### src/logic/sadc_map.svh
// Register map, field positions, reset values and timing counts of the converter control.
//
// Operation
// - First trial decides MSB against half reference
// - After MSB, next lower bit set as trial
// - Second tap follows decided MSB: quarter/three-quarter
// - Trial bit kept when input at/above tap
// - Ten-bit search runs down to bit zero
// - Eight-bit search stops after bit two
// - Finished value copied into held result registers
// - Conversion end raises interrupt request pulse
// - High result register holds upper eight bits
// - Low register: two LSBs on top, rest zero
// - Sample-and-hold holds during bit decisions
// - Clock and register access need enable bit five
// - Enable zero keeps converter registers in reset
// - Peripheral enable register resets to zero
// - Peripheral enable accepts bit and byte writes
// - Controller governs timing, start and stop
// - Only the selected analog pin is routed
// - Resolution bit: zero ten-bit, one eight-bit
// - Start bit self-clears at end, or on zero
// - Start write ignored while comparator disabled
`ifndef SADC_MAP_SVH
`define SADC_MAP_SVH

`define SADC_PER_EN_ADDR 20'hf00f0
`define SADC_MODE0_ADDR 20'hfff30
`define SADC_MODE2_ADDR 20'hf0010
`define SADC_RES_HI_ADDR 20'hfff1c
`define SADC_RES_LO_ADDR 20'hfff18
`define SADC_CHAN_ADDR 20'hfff34

`define SADC_CONV_EN_BIT 5
`define SADC_START_BIT 7
`define SADC_CMP_EN_BIT 0
`define SADC_RES_SEL_BIT 0
`define SADC_PER_RESET 8'h00
`define SADC_PER_WMASK 8'he5

`define SADC_CLK_NS 20
`define SADC_STEP_NS 80
`define SADC_STEP_CYCLES ((`SADC_STEP_NS + `SADC_CLK_NS - 1) / `SADC_CLK_NS)
`define SADC_SAMPLE_STEPS 4'h9
`define SADC_MSB_IDX 4'h9
`define SADC_STOP_TEN 4'h0
`define SADC_STOP_EIGHT 4'h2
`define SADC_MSB_TRIAL 10'h200

`endif

### src/logic/sadc_pkg.sv
// Types shared by the converter control modules.
package sadc_pkg;

    typedef enum logic [2:0] {
        SADC_IDLE = 3'b001,
        SADC_SAMPLE = 3'b010,
        SADC_CONVERT = 3'b100
    } sadc_state_t;

    typedef struct packed {
        logic [2:0] cnt;
        logic step;
    } sadc_div_t;

    typedef struct packed {
        logic [9:0] sar;
        logic [3:0] idx;
    } sadc_sar_t;

    typedef struct packed {
        logic [7:0] per_en;
        logic start;
        logic cmp_en;
        logic res8;
        logic [2:0] chan;
        logic [7:0] res_hi;
        logic [1:0] res_lo;
        sadc_state_t st;
        logic [3:0] samp_cnt;
        logic hold;
        logic irq;
        logic [7:0] route;
        logic pready;
        logic pslverr;
        logic [7:0] prdata;
    } sadc_top_t;

endpackage

### src/logic/sadc_top.sv
// Converter control top: APB registers, conversion sequencing and result storage.
//
// The implementer's own choice: the APB register port.
`timescale 1ns/1ps
`include "sadc_map.svh"
module sadc_top import sadc_pkg::*; (
    input wire logic clk,
    input wire logic reset_n,
    input wire logic psel,
    input wire logic penable,
    input wire logic pwrite,
    input wire logic [19:0] paddr,
    input wire logic [31:0] pwdata,
    input wire logic [3:0] pstrb,
    output logic [31:0] prdata,
    output logic pready,
    output logic pslverr,
    input wire logic cmp_above,
    output logic [9:0] tap_code,
    output logic sample_hold,
    output logic comparator_power,
    output logic conv_clk_en,
    output logic [7:0] analog_route,
    output logic [2:0] input_channel_select,
    output logic conversion_end_irq
);

    // ****************************************************************
    // State and submodules
    // ****************************************************************

    sadc_top_t q;
    sadc_top_t d;

    logic step;
    logic sar_done;
    logic [9:0] sar_code;
    logic [3:0] sar_idx;
    logic [9:0] resolved;
    logic conv_on;
    logic access;
    logic wr_now;
    logic mapped;
    logic [3:0] stop_idx;

    assign conv_on = q.per_en[`SADC_CONV_EN_BIT];
    assign stop_idx = q.res8 ? `SADC_STOP_EIGHT : `SADC_STOP_TEN;

    sadc_div u_div (
        .clk(clk),
        .reset_n(reset_n),
        .run(conv_on && (q.st != SADC_IDLE)),
        .step(step)
    );

    // The register is reloaded with the MSB trial whenever no bit search runs.
    sadc_sar u_sar (
        .clk(clk),
        .reset_n(reset_n),
        .clear(q.st != SADC_CONVERT),
        .step(step && (q.st == SADC_CONVERT)),
        .stop_idx(stop_idx),
        .cmp_above(cmp_above),
        .sar_code(sar_code),
        .sar_idx(sar_idx),
        .resolved(resolved),
        .done(sar_done)
    );

    // ****************************************************************
    // Bus decode
    // ****************************************************************

    // One wait state: pready rises in the second access cycle and the write lands there.
    assign access = psel && penable;
    assign wr_now = access && q.pready && pwrite && !q.pslverr && pstrb[0];

    always_comb begin
        mapped = 1'b0;
        unique case (paddr)
            `SADC_PER_EN_ADDR,
            `SADC_MODE0_ADDR,
            `SADC_MODE2_ADDR,
            `SADC_RES_HI_ADDR,
            `SADC_RES_LO_ADDR,
            `SADC_CHAN_ADDR: begin
                mapped = 1'b1;
            end
            default: begin
                mapped = 1'b0;
            end
        endcase
    end

    // ****************************************************************
    // Next state
    // ****************************************************************

    always_comb begin
        d = q;
        d.irq = 1'b0;
        d.pready = access && !q.pready;
        d.pslverr = access && !q.pready && !mapped;

        if (access && !q.pready) begin
            unique case (paddr)
                `SADC_PER_EN_ADDR: begin
                    d.prdata = q.per_en;
                end
                `SADC_MODE0_ADDR: begin
                    d.prdata = {q.start, 6'h00, q.cmp_en};
                end
                `SADC_MODE2_ADDR: begin
                    d.prdata = {7'h00, q.res8};
                end
                `SADC_RES_HI_ADDR: begin
                    d.prdata = q.res_hi;
                end
                `SADC_RES_LO_ADDR: begin
                    d.prdata = {q.res_lo, 6'h00};
                end
                `SADC_CHAN_ADDR: begin
                    d.prdata = {5'h00, q.chan};
                end
                default: begin
                    d.prdata = 8'h00;
                end
            endcase
        end

        // Unused enable positions are not stored, so a stray one reads back as zero.
        if (wr_now && (paddr == `SADC_PER_EN_ADDR)) begin
            d.per_en = pwdata[7:0] & `SADC_PER_WMASK;
        end

        // ************************************************************
        // Conversion sequencing
        // ************************************************************

        unique case (q.st)
            SADC_IDLE: begin
                d.hold = 1'b0;
                if (q.start) begin
                    d.st = SADC_SAMPLE;
                    d.samp_cnt = `SADC_SAMPLE_STEPS;
                end
            end
            SADC_SAMPLE: begin
                d.hold = 1'b0;
                if (step) begin
                    d.samp_cnt = q.samp_cnt - 4'h1;
                    if (q.samp_cnt == 4'h1) begin
                        d.st = SADC_CONVERT;
                        d.hold = 1'b1;
                    end
                end
            end
            SADC_CONVERT: begin
                d.hold = 1'b1;
                if (sar_done) begin
                    d.res_hi = resolved[9:2];
                    d.res_lo = resolved[1:0];
                    d.irq = 1'b1;
                    d.start = 1'b0;
                    d.st = SADC_IDLE;
                    d.hold = 1'b0;
                end
            end
        endcase

        if (wr_now && conv_on) begin
            unique case (paddr)
                `SADC_MODE0_ADDR: begin
                    d.cmp_en = pwdata[`SADC_CMP_EN_BIT];
                    if (!pwdata[`SADC_START_BIT]) begin
                        d.start = 1'b0;
                    end else if (q.cmp_en && pwdata[`SADC_CMP_EN_BIT] && !q.start) begin
                        d.start = 1'b1;
                    end
                end
                `SADC_MODE2_ADDR: begin
                    d.res8 = pwdata[`SADC_RES_SEL_BIT];
                end
                `SADC_CHAN_ADDR: begin
                    d.chan = pwdata[2:0];
                end
                default: begin
                end
            endcase
        end

        // Clearing the start bit stops a conversion without touching the result.
        if (!d.start && (q.st != SADC_IDLE) && !sar_done) begin
            d.st = SADC_IDLE;
            d.hold = 1'b0;
        end

        // Only the selected input reaches the converter; the rest stay port pins.
        d.route = (conv_on && d.cmp_en) ? (8'h01 << d.chan) : 8'h00;

        // With the clock enable off the converter sits in reset and ignores writes.
        if (!d.per_en[`SADC_CONV_EN_BIT]) begin
            d.start = 1'b0;
            d.cmp_en = 1'b0;
            d.res8 = 1'b0;
            d.chan = 3'h0;
            d.res_hi = 8'h00;
            d.res_lo = 2'h0;
            d.st = SADC_IDLE;
            d.samp_cnt = 4'h0;
            d.hold = 1'b0;
            d.irq = 1'b0;
            d.route = 8'h00;
        end
    end

    always_ff @(posedge clk) begin
        if (!reset_n) begin
            q <= '0;
            q.per_en <= `SADC_PER_RESET;
            q.st <= SADC_IDLE;
        end else begin
            q <= d;
        end
    end

    // ****************************************************************
    // Outputs
    // ****************************************************************

    assign prdata = {24'h000000, q.prdata};
    assign pready = q.pready;
    assign pslverr = q.pslverr;
    assign tap_code = sar_code;
    assign sample_hold = q.hold;
    assign comparator_power = q.cmp_en;
    assign conv_clk_en = q.per_en[`SADC_CONV_EN_BIT];
    assign analog_route = q.route;
    assign input_channel_select = q.chan;
    assign conversion_end_irq = q.irq;

    // ****************************************************************
    // Checks
    // ****************************************************************

    chk_msb_first: assert property (@(posedge clk) disable iff (!reset_n)
        $rose(q.hold) |-> (tap_code == 10'h200))
        else $error("first trial is not the half-reference code");

    chk_second_tap: assert property (@(posedge clk) disable iff (!reset_n)
        (q.st == SADC_CONVERT && step && sar_idx == 4'h9 && !sar_done)
        |=> (tap_code[8] && tap_code[9] == $past(cmp_above) && tap_code[7:0] == 8'h00))
        else $error("second trial tap not derived from decided msb");

    chk_bit_decide: assert property (@(posedge clk) disable iff (!reset_n)
        (q.st == SADC_CONVERT && step && sar_idx == 4'h5)
        |=> (tap_code[5] == $past(cmp_above) && tap_code[4] && tap_code[3:0] == 4'h0))
        else $error("trial bit five not decided by the comparator");

    chk_ten_bit_end: assert property (@(posedge clk) disable iff (!reset_n)
        (sar_done && !q.res8) |-> (sar_idx == 4'h0))
        else $error("ten-bit search ended before bit zero");

    chk_eight_bit_end: assert property (@(posedge clk) disable iff (!reset_n)
        (sar_done && q.res8) |-> (sar_idx == 4'h2) ##1 (q.res_lo == 2'h0))
        else $error("eight-bit search did not stop at bit two");

    chk_result_copy: assert property (@(posedge clk) disable iff (!reset_n)
        sar_done |=> (q.res_hi == $past(resolved[9:2]) && q.res_lo == $past(resolved[1:0])))
        else $error("result registers not loaded from the finished search");

    chk_irq_done: assert property (@(posedge clk) disable iff (!reset_n)
        conversion_end_irq |-> ($past(sar_done) && !$past(conversion_end_irq)))
        else $error("interrupt pulse without a finished conversion");

    chk_hold_conv: assert property (@(posedge clk) disable iff (!reset_n)
        (q.st == SADC_CONVERT) |-> (sample_hold && $stable(tap_code[9]) || step || $past(step)))
        else $error("sample-and-hold released during bit decisions");

    chk_gate_reset: assert property (@(posedge clk) disable iff (!reset_n)
        !conv_clk_en |-> (!q.start && q.res_hi == 8'h00 && !comparator_power && !sample_hold))
        else $error("converter state alive while its clock is gated");

    chk_start_clear: assert property (@(posedge clk) disable iff (!reset_n)
        (sar_done && q.st == SADC_CONVERT) |=> (!q.start && q.st == SADC_IDLE))
        else $error("start bit not cleared at conversion end");

    chk_start_needs_cmp: assert property (@(posedge clk) disable iff (!reset_n)
        q.start |-> comparator_power)
        else $error("start bit set with comparator disabled");

    chk_step_spacing: assert property (@(posedge clk) disable iff (!reset_n)
        step |=> !step [*3])
        else $error("conversion steps closer than the step period");

    chk_ready_pulse: assert property (@(posedge clk) disable iff (!reset_n)
        pready |=> !pready)
        else $error("pready held longer than one cycle");

    chk_err_ready: assert property (@(posedge clk) disable iff (!reset_n)
        pslverr |-> pready)
        else $error("pslverr raised outside the answer cycle");

    chk_gate_idle: assert property (@(posedge clk) disable iff (!reset_n)
        !conv_clk_en |-> (analog_route == 8'h00 && !conversion_end_irq && q.st == SADC_IDLE))
        else $error("converter active while its clock is gated");

    chk_route_sel: assert property (@(posedge clk) disable iff (!reset_n)
        (analog_route != 8'h00)
        |-> (analog_route == (8'h01 << input_channel_select) && comparator_power))
        else $error("analog route does not match the selected channel");

    chk_hi_read: assert property (@(posedge clk) disable iff (!reset_n)
        (pready && !pwrite && paddr == `SADC_RES_HI_ADDR)
        |-> (prdata[7:0] == $past(q.res_hi)))
        else $error("high result read does not return the stored byte");

    chk_lo_read: assert property (@(posedge clk) disable iff (!reset_n)
        (pready && !pwrite && paddr == `SADC_RES_LO_ADDR)
        |-> (prdata[7:0] == {$past(q.res_lo), 6'h00}))
        else $error("low result read does not return two bits over zeros");

    chk_per_reset: assert property (@(posedge clk) disable iff (!reset_n)
        !$past(reset_n) |-> (q.per_en == `SADC_PER_RESET))
        else $error("peripheral enable not zero after reset");

    chk_per_unused: assert property (@(posedge clk) disable iff (!reset_n)
        (q.per_en & ~(`SADC_PER_WMASK)) == 8'h00)
        else $error("unused peripheral enable position stored a one");

    chk_hold_on_step: assert property (@(posedge clk) disable iff (!reset_n)
        $rose(sample_hold) |-> $past(step))
        else $error("hold began without a conversion-clock step");

    chk_start_sample: assert property (@(posedge clk) disable iff (!reset_n)
        (q.st == SADC_IDLE && q.start) |=> (q.st == SADC_SAMPLE || !conv_clk_en))
        else $error("set start bit did not begin sampling");

    chk_tap_reload: assert property (@(posedge clk) disable iff (!reset_n)
        ($past(reset_n) && q.st != SADC_CONVERT && $past(q.st) != SADC_CONVERT)
        |-> (tap_code == `SADC_MSB_TRIAL))
        else $error("tap not reloaded with the half-reference trial");

    chk_run_start: assert property (@(posedge clk) disable iff (!reset_n)
        (q.st != SADC_IDLE) |-> q.start)
        else $error("conversion runs with the start bit clear");

endmodule

### src/logic/sadc_div.sv
// Conversion-clock step generator.
`timescale 1ns/1ps
`include "sadc_map.svh"
module sadc_div import sadc_pkg::*; (
    input wire logic clk,
    input wire logic reset_n,
    input wire logic run,
    output logic step
);
    localparam logic [2:0] LAST = 3'(`SADC_STEP_CYCLES - 1);

    sadc_div_t q;
    sadc_div_t d;

    always_comb begin
        d = q;
        d.step = 1'b0;
        if (!run) begin
            d.cnt = 3'h0;
        end else if (q.cnt == LAST) begin
            d.cnt = 3'h0;
            d.step = 1'b1;
        end else begin
            d.cnt = q.cnt + 3'h1;
        end
    end

    always_ff @(posedge clk) begin
        if (!reset_n) begin
            q <= '0;
        end else begin
            q <= d;
        end
    end

    assign step = q.step;
endmodule

### src/logic/sadc_sar.sv
// Successive approximation register with one decided bit per step.
`timescale 1ns/1ps
`include "sadc_map.svh"
module sadc_sar import sadc_pkg::*; (
    input wire logic clk,
    input wire logic reset_n,
    input wire logic clear,
    input wire logic step,
    input wire logic [3:0] stop_idx,
    input wire logic cmp_above,
    output logic [9:0] sar_code,
    output logic [3:0] sar_idx,
    output logic [9:0] resolved,
    output logic done
);
    sadc_sar_t q;
    sadc_sar_t d;
    logic [9:0] cur_bit;
    logic [9:0] next_bit;

    genvar i;
    generate
        for (i = 0; i < 10; i++) begin : g_bit
            assign cur_bit[i] = (q.idx == 4'(i));
            assign next_bit[i] = (q.idx == 4'(i + 1));
        end
    endgenerate

    // The trial bit stays only when the held input is at or above the tap.
    assign resolved = cmp_above ? q.sar : (q.sar & ~cur_bit);
    assign done = step && (q.idx == stop_idx);

    always_comb begin
        d = q;
        if (clear) begin
            d.sar = `SADC_MSB_TRIAL;
            d.idx = `SADC_MSB_IDX;
        end else if (step && !done) begin
            // The next tap is built from the bits already decided above it.
            d.sar = resolved | next_bit;
            d.idx = q.idx - 4'h1;
        end else if (done) begin
            d.sar = resolved;
        end
    end

    always_ff @(posedge clk) begin
        if (!reset_n) begin
            q <= '0;
        end else begin
            q <= d;
        end
    end

    assign sar_code = q.sar;
    assign sar_idx = q.idx;
endmodule

### config.mk
export PLATFORM = sky130hd
export DESIGN_NAME = sadc_top
export DESIGN_NICKNAME = d
export VERILOG_FILES = /design/src/logic/sadc_pkg.sv /design/src/logic/sadc_top.sv /design/src/logic/sadc_div.sv /design/src/logic/sadc_sar.sv
export VERILOG_INCLUDE_DIRS = /design/src /design/src/logic
export SDC_FILE = /design/constraint.sdc
export NUM_CORES = 1
export LEC_CHECK = 0
export BUFFER_PORTS_ARGS = -buffer_cell sky130_fd_sc_hd__buf_2
export CAP_MARGIN = 0
export CORE_UTILIZATION = 50
export CTS_CLUSTER_DIAMETER = 60
export DETAILED_ROUTE_END_ITERATION = 16
export PLACE_DENSITY = 0.8
export SETUP_SLACK_MARGIN = 0.2
export SKIP_CTS_REPAIR_TIMING = 1
export SLEW_MARGIN = 20
export SYNTH_ARGS = -nofsm -noshare
export SYNTH_HDL_FRONTEND = slang
export SYNTH_SLANG_ARGS = --single-unit
### constraint.sdc
create_clock -name clk -period 3 [get_ports clk]
set_input_delay 0.6 -clock clk [delete_from_list [all_inputs] [get_ports clk]]
set_output_delay 0.6 -clock clk [all_outputs]
set_load 0.005 [all_outputs]
==> results of run 1 <==
## final cells by class
type | instances | area share (%)
Tap cell | 96 | 3.054
Inverter | 12 | 1.145
Sequential cell | 66 | 33.60
Clock buffer | 10 | 3.500
Multi-Input combinational cell | 310 | 46.93
Timing Repair Buffer | 72 | 9.481
Clock inverter | 6 | 2.291
## power breakdown
group	switching, µW	internal [µW]	leakage (µW)	total (µW)
clock network	350	491	0.000112	841
registers	4.46	880	0.000533	885
logic	54.7	34.5	0.000907	89.2
## worst max-delay path by stage
stage	start	endpoint	slack (ns)	cells after the start
5_1_grt	paddr[3]	q[25]$_SDFFE_PP0P_	0.55	8
2_1_floorplan	paddr[6]	analog_route[0]$_SDFF_PP0_	0.75	7
4_1_cts	paddr[3]	q[25]$_SDFFE_PP0P_	0.69	8
3_5_place_dp	paddr[3]	q[27]$_SDFFE_PP0P_	0.34	7
6_report	paddr[3]	q[31]$_SDFFE_PP0P_	0.65	7
3_3_place_gp	paddr[3]	q[27]$_SDFFE_PP0P_	0.32	7
## cells by family after synthesis
kind of cell | Yosys count | synth area share, %
flops | 66 | 37.30
mux | 15 | 4.415
xor+xnor | 1 | 0.2473
buf+inv | 72 | 13.03
other cells | 1 | 0.1059
fa+ha+maj | 8 | 2.826
simple gates | 188 | 28.22
compound gates | 74 | 13.85
## metrics by stage
step	utilization [%]	worst slack, ns	cell area (µm²)	hold slack (ns)
CTS	57.56	0.6867	3933	0.4235
detailed placement	54.23	0.3378	3705	0.4127
global route	57.56	0.5510	3933	0.4460
finish	57.56	0.6514	3933	0.4234
global placement	54.23	0.3165	3705	0.4084
floorplan	-	0.7538	3628	0.3991
## critical path: cells and delay by family
kind                   cells  cell delay (ns)
buffers and inverters      2             0.37
AOI/OAI and AO/OA          2             0.48
and+or+nand+nor            3             1.12
## metal layers
layer | vias to the layer above | share of wire [%] | global-route usage, %
li1 | 1511 | - | -
met1 | 1371 | 45 | 25.86
met2 | 122 | 46 | 35.06
met3 | 21 | 6.2 | 5.619
met4 | 0 | 2.2 | 9.545
met5 | - | 0 | 0
## sequential cells by signal, indices dropped and copies added (netlist names)
| signal | cells |
|---|---|
| u_sar.sar_idx | 4 |
| comparator_power | 1 |
| analog_route | 8 |
| u_div.step | 1 |
| conv_clk_en | 1 |
| u_div.q | 3 |
| sample_hold | 1 |
| pslverr | 1 |
| prdata | 8 |
| input_channel_select | 3 |
| u_sar.sar_code | 10 |
| pready | 1 |
| conversion_end_irq | 1 |
| q | 23 |
## synthesized netlist by cell type, types with 2 or more instances
cell type	n	area share [%]
a31oi_1	2	0.35
and2_1	6	1.1
buf_4	46	9.7
nor2b_1	15	2.6
nor2_1	45	4.8
mux2i_1	10	2.8
o21ai_0	13	1.8
nand2b_1	5	0.88
buf_2	3	0.42
a21boi_0	2	0.42
a21oi_1	25	3.5
mux2_2	5	1.6
nor4_1	9	1.6
nor4_2	2	0.71
nand4b_1	3	0.74
a22oi_1	13	2.8
nand2_1	44	4.7
nand3_1	19	2.7
nand4_1	3	0.53
dfxtp_1	66	37
clkbuf_1	9	0.95
o31ai_1	3	0.64
buf_6	2	0.64
or3_1	5	0.88
ha_1	8	2.8
nor3b_1	7	1.5
o211ai_1	2	0.42
nor3_1	13	1.8
a32oi_1	2	0.49
inv_1	12	1.3
==> flow_metrics.py, run 1 <==
metrics = {
    "status": {
        "outcome": "complete, no violations",
    },
    "layout": {
        "multi_input_area_um2": 1846,
        "final_common_cell": "buf_2",
        "n_fill_cell": 646,
        "drive_gt1_share_pct": 22.06,
        "syn_to_final_growth_pct": 11.02,
        "seq_area_um2": 1321,
        "layoutNonFillerInstCount": 572,
        "final_cell_mix": "buf_2 (67), dfxtp_1 (66), nor2_1 (45)",
        "nets": 541,
        "num_antenna_cells": 0,
    },
    "critical_path": {
        "path_cells": "buf_2 -> nor4_2 -> nand4b_1 -> or3_1 -> a31oi_4 -> buf_4 -> a21oi_1",
        "worst_path_largest_cell_delay_ns": 0.62,
        "crit_fanout": 11,
        "reg2reg_from": "pready$_SDFF_PN0_",
        "r2r_slack_ns": 0.83,
        "cp.arrival_ns": 2.59,
        "cpMaxStageDelayCell": "or3_1",
        "critPathKind": "input port to flip-flop",
        "startpoint_type": "input port",
        "cp.required_ns": 3.24,
        "reg2reg_depth": 6,
        "reg2reg_to": "q[31]$_SDFFE_PP0P_",
        "critPathCaptureType": "flip-flop",
    },
    "detailed_routing": {
        "vias_per_cell": 5.288,
        "routed_wl_um": 7577,
        "avgRoutedWirePerCell_um": 13.25,
        "vias": 3025,
        "route.detailed.drc": 0,
        "ant_nets": 0,
        "drtIter0Drc": 117,
        "drt_first_pass_iters": 4,
    },
    "grt": {
        "antenna_found_initial": 0,
        "grt_pass1_wl_um": 12210,
        "overflow": 0,
        "grt_max_degree": 21,
        "grtUsageTotal_pct": 21.19,
        "grt_pass1_vias": 2677,
    },
    "placed_design": {
        "io_buffers": 67,
        "place_hpwl_um": 5637,
        "place_inst": 556,
        "gp_congestion": 0.9444,
    },
    "clocking": {
        "worst_setup_hold_path_clk_slew_ns": 0.07,
        "clock_tree.root_cell": "clkbuf_8",
        "ctsHtreeMaxLevel": 3,
        "clock-sinks": 66,
        "clock_latency_ns": 0.35,
        "clock_tree.buffer_depth": 2,
        "numCtsBuffers": 9,
        "cts_tree": "done",
    },
    "sta": {
        "tns_ns": 0,
        "slew_viol_final": 0,
        "finalSetupViolations": 0,
        "rsz0062_at_grt": "no",
        "finalClockSkew_ns": 0.005235,
        "finalCritPeriodShare_pct": 78.29,
        "fmax_ghz": 0.4258,
        "fin_crit_ns": 2.349,
        "final-hold-violation-count": 0,
        "worst_slew_pin_slew_ns": 0.7023,
        "slew_headroom_pct": 52.75,
    },
    "die": {
        "ioPinCount": 121,
        "die_h_um": 86.17,
        "dieArea_um2": 7425,
        "start_util_pct": 51.85,
        "die_w_um": 86.17,
        "rows": 30,
        "core_um2": 6832,
    },
    "logic_synthesis": {
        "ys_types": 56,
        "synth_area_per_cell_um2": 8.334,
        "ys_ff_latch": 66,
        "synthesis.instances": 425,
        "synth-seq-area-share_pct": 37.30,
        "synth-edff-count": 0,
        "synth_top_flop_cell": "dfxtp_1",
        "yosys_warnings": 0,
        "netlist_area_um2": 3542,
        "async_reset_ff_share_pct": 0,
    },
    "hold_path": {
        "hold_path_depth": 1,
        "min_from": "u_div.q[1]$_SDFF_PP0_",
        "min_to": "u_div.q[1]$_SDFF_PP0_",
        "min_path_type": "flip-flop to flip-flop",
    },
    "power": {
        "total_leakage_power_uw": 0.001552,
        "power_density_nw_per_um2": 461.5,
        "peakVddDrop_uv": 279.7,
        "total_power_uw": 1815,
    },
    "flow_run": {
        "drv_cap": 0,
    },
}
Note: power is estimated with default switching activity, not from simulation.
==> inputs of run 2 (changes only) <==
==> constraint.sdc (replaced) <==
create_clock -name clk -period 2.4 [get_ports clk]
set_input_delay 0.48 -clock clk [delete_from_list [all_inputs] [get_ports clk]]
set_output_delay 0.48 -clock clk [all_outputs]
set_load 0.005 [all_outputs]
==> run 2 against run 1 <==
Against the previous run:
- setup slack got worse by 0.27 ns
- global-route usage increased by 0.39 points
- largest power group unchanged
- critical path type unchanged
- combinational power increased by 30%
==> flow_metrics.py, run 2 (same netlist as run 1, synthesis figures left out) <==
metrics = {
    "sta": {
        "finalSetupViolations": 0,
        "fin_crit_ns": 2.021,
        "worst_slew_pin_slew_ns": 0.6791,
        "tns_ns": 0,
        "slew_headroom_pct": 54.38,
        "fmax_ghz": 0.4949,
        "finalCritPeriodShare_pct": 84.19,
        "final-hold-violation-count": 0,
        "whs_ns": 0.4248,
        "rsz0062_at_grt": "no",
        "slew_viol_final": 0,
        "finalClockSkew_ns": 0.008021,
    },
    "grt": {
        "antenna_found_initial": 0,
        "grt_pass1_wl_um": 12740,
        "overflow": 0,
        "grt_max_degree": 21,
        "grtUsageTotal_pct": 21.58,
        "grt_pass1_vias": 2846,
    },
    "clocking": {
        "clock_tree.buffer_depth": 2,
        "clock_latency_ns": 0.34,
        "clock_tree.root_cell": "clkbuf_8",
        "worst_setup_hold_path_clk_slew_ns": 0.07,
        "numCtsBuffers": 9,
        "clock-sinks": 66,
        "ctsHtreeMaxLevel": 3,
        "cts_tree": "done",
    },
    "critical_path": {
        "path_cells": "buf_2 -> nor4_2 -> nand4b_1 -> or3_1 -> nor2_8 -> a31oi_4 -> or3_1",
        "worst-path-buf-inv": 1,
        "crit_fanout": 4,
        "critPathMostFrequentCell": "or3_1",
        "cp.required_ns": 2.62,
        "reg2reg_to": "q[24]$_SDFFE_PP1P_",
        "reg2reg_from": "q[26]$_SDFFE_PP0P_",
        "r2r_slack_ns": 0.38,
        "critPathCaptureType": "flip-flop",
        "startpoint_type": "input port",
        "reg2reg_depth": 5,
        "cpMaxStageDelayCell": "or3_1",
        "crit_family": "simple AND/OR/NAND/NOR gates",
        "cp.arrival_ns": 2.24,
        "critPathKind": "input port to flip-flop",
        "worst_path_largest_cell_delay_ns": 0.55,
    },
    "detailed_routing": {
        "ant_nets": 0,
        "vias": 3058,
        "drt_first_pass_iters": 4,
        "route.detailed.drc": 0,
        "drtIter0Drc": 128,
        "routed_wl_um": 7768,
        "avgRoutedWirePerCell_um": 13.35,
        "vias_per_cell": 5.254,
    },
    "hold_path": {
        "min_from": "u_div.q[1]$_SDFF_PP0_",
        "min_path_type": "flip-flop to flip-flop",
        "min_to": "u_div.q[1]$_SDFF_PP0_",
        "hold_path_depth": 1,
    },
    "flow_run": {
        "drv_cap": 0,
    },
    "power": {
        "p_comb_share_pct": 5.2,
        "swShare_pct": 22.41,
        "p_clk_share_pct": 45.3,
        "seqPwrFrac_pct": 49.5,
        "power.internal_uw": 1733,
        "peakVddDrop_uv": 292.1,
        "power_density_nw_per_um2": 558.6,
        "p_switching_uw": 500.5,
        "total_leakage_power_uw": 0.001585,
    },
    "layout": {
        "final_area_um2": 3999,
        "largest_reg_flops": 23,
        "multi_input_area_um2": 1846,
        "n_fill_cell": 608,
        "num_antenna_cells": 0,
        "nets": 551,
        "drive_gt1_share_pct": 23.46,
        "top_register": "q",
        "fin_util_pct": 58.53,
        "final_cell_mix": "buf_2 (67), dfxtp_1 (66), nor2_1 (45)",
        "final_common_cell": "buf_2",
        "syn_to_final_growth_pct": 12.89,
        "seq_area_um2": 1321,
    },
    "die": {
        "dieArea_um2": 7425,
        "rows": 30,
        "die_h_um": 86.17,
        "ioPinCount": 121,
        "die_w_um": 86.17,
        "start_util_pct": 51.85,
        "core_um2": 6832,
    },
    "placed_design": {
        "io_buffers": 67,
        "gp_congestion": 0.9049,
        "placed_cell_area_um2": 3780,
        "place_hpwl_um": 5883,
    },
    "status": {
        "outcome": "complete, no violations",
    },
}
==> run 2: routing by layer <==
metal | vias up | global-route usage, % | routed length [µm]
met3 | 15 | 4.476 | 512
met1 | 1400 | 27.51 | 3437
li1 | 1534 | - | -
met2 | 109 | 35.86 | 3666
met4 | 0 | 8.485 | 151
met5 | - | 0 | 0
==> run 2: power groups by stage <==
stage	clock, µW	sequential, µW	combinational (µW)
6_report	1010	1110	116
5_1_grt	1080	1110	131
4_1_cts	1030	1110	116
3_5_place_dp	0	1130	115
3_3_place_gp	0	1130	112
2_1_floorplan	0	1130	93.7
==> run 2: worst max path at each step <==
stage	startpoint	end	cells past startpoint	slack, ns
finish	paddr[3]	q[24]$_SDFFE_PP1P_	7	0.38
global route	q[26]$_SDFFE_PP0P_	q[24]$_SDFFE_PP1P_	5	0.23
floorplan	paddr[6]	analog_route[0]$_SDFF_PP0_	7	0.27
CTS	q[26]$_SDFFE_PP0P_	q[24]$_SDFFE_PP1P_	5	0.38
detailed placement	paddr[3]	q[24]$_SDFFE_PP1P_	7	0.05
global placement	paddr[3]	q[24]$_SDFFE_PP1P_	7	0.08
==> run 2: cell type report <==
cell class,instances,area share (%)
Multi-Input combinational cell,310,46.15
Sequential cell,66,33.04
Timing Repair Buffer,82,11.20
Clock buffer,10,3.191
Tap cell,96,3.004
Clock inverter,6,2.284
Inverter,12,1.126
==> run 2: metrics by stage <==
stage / std cells / power, µW / worst slack (ns)
after floorplan: 448 / 1224 / 0.2738
after global placement: 566 / 1243 / 0.07505
after detailed placement: 566 / 1246 / 0.05453
after CTS: 582 / 2254 / 0.3842
after global routing: 582 / 2315 / 0.2293
final: 582 / 2234 / 0.3795
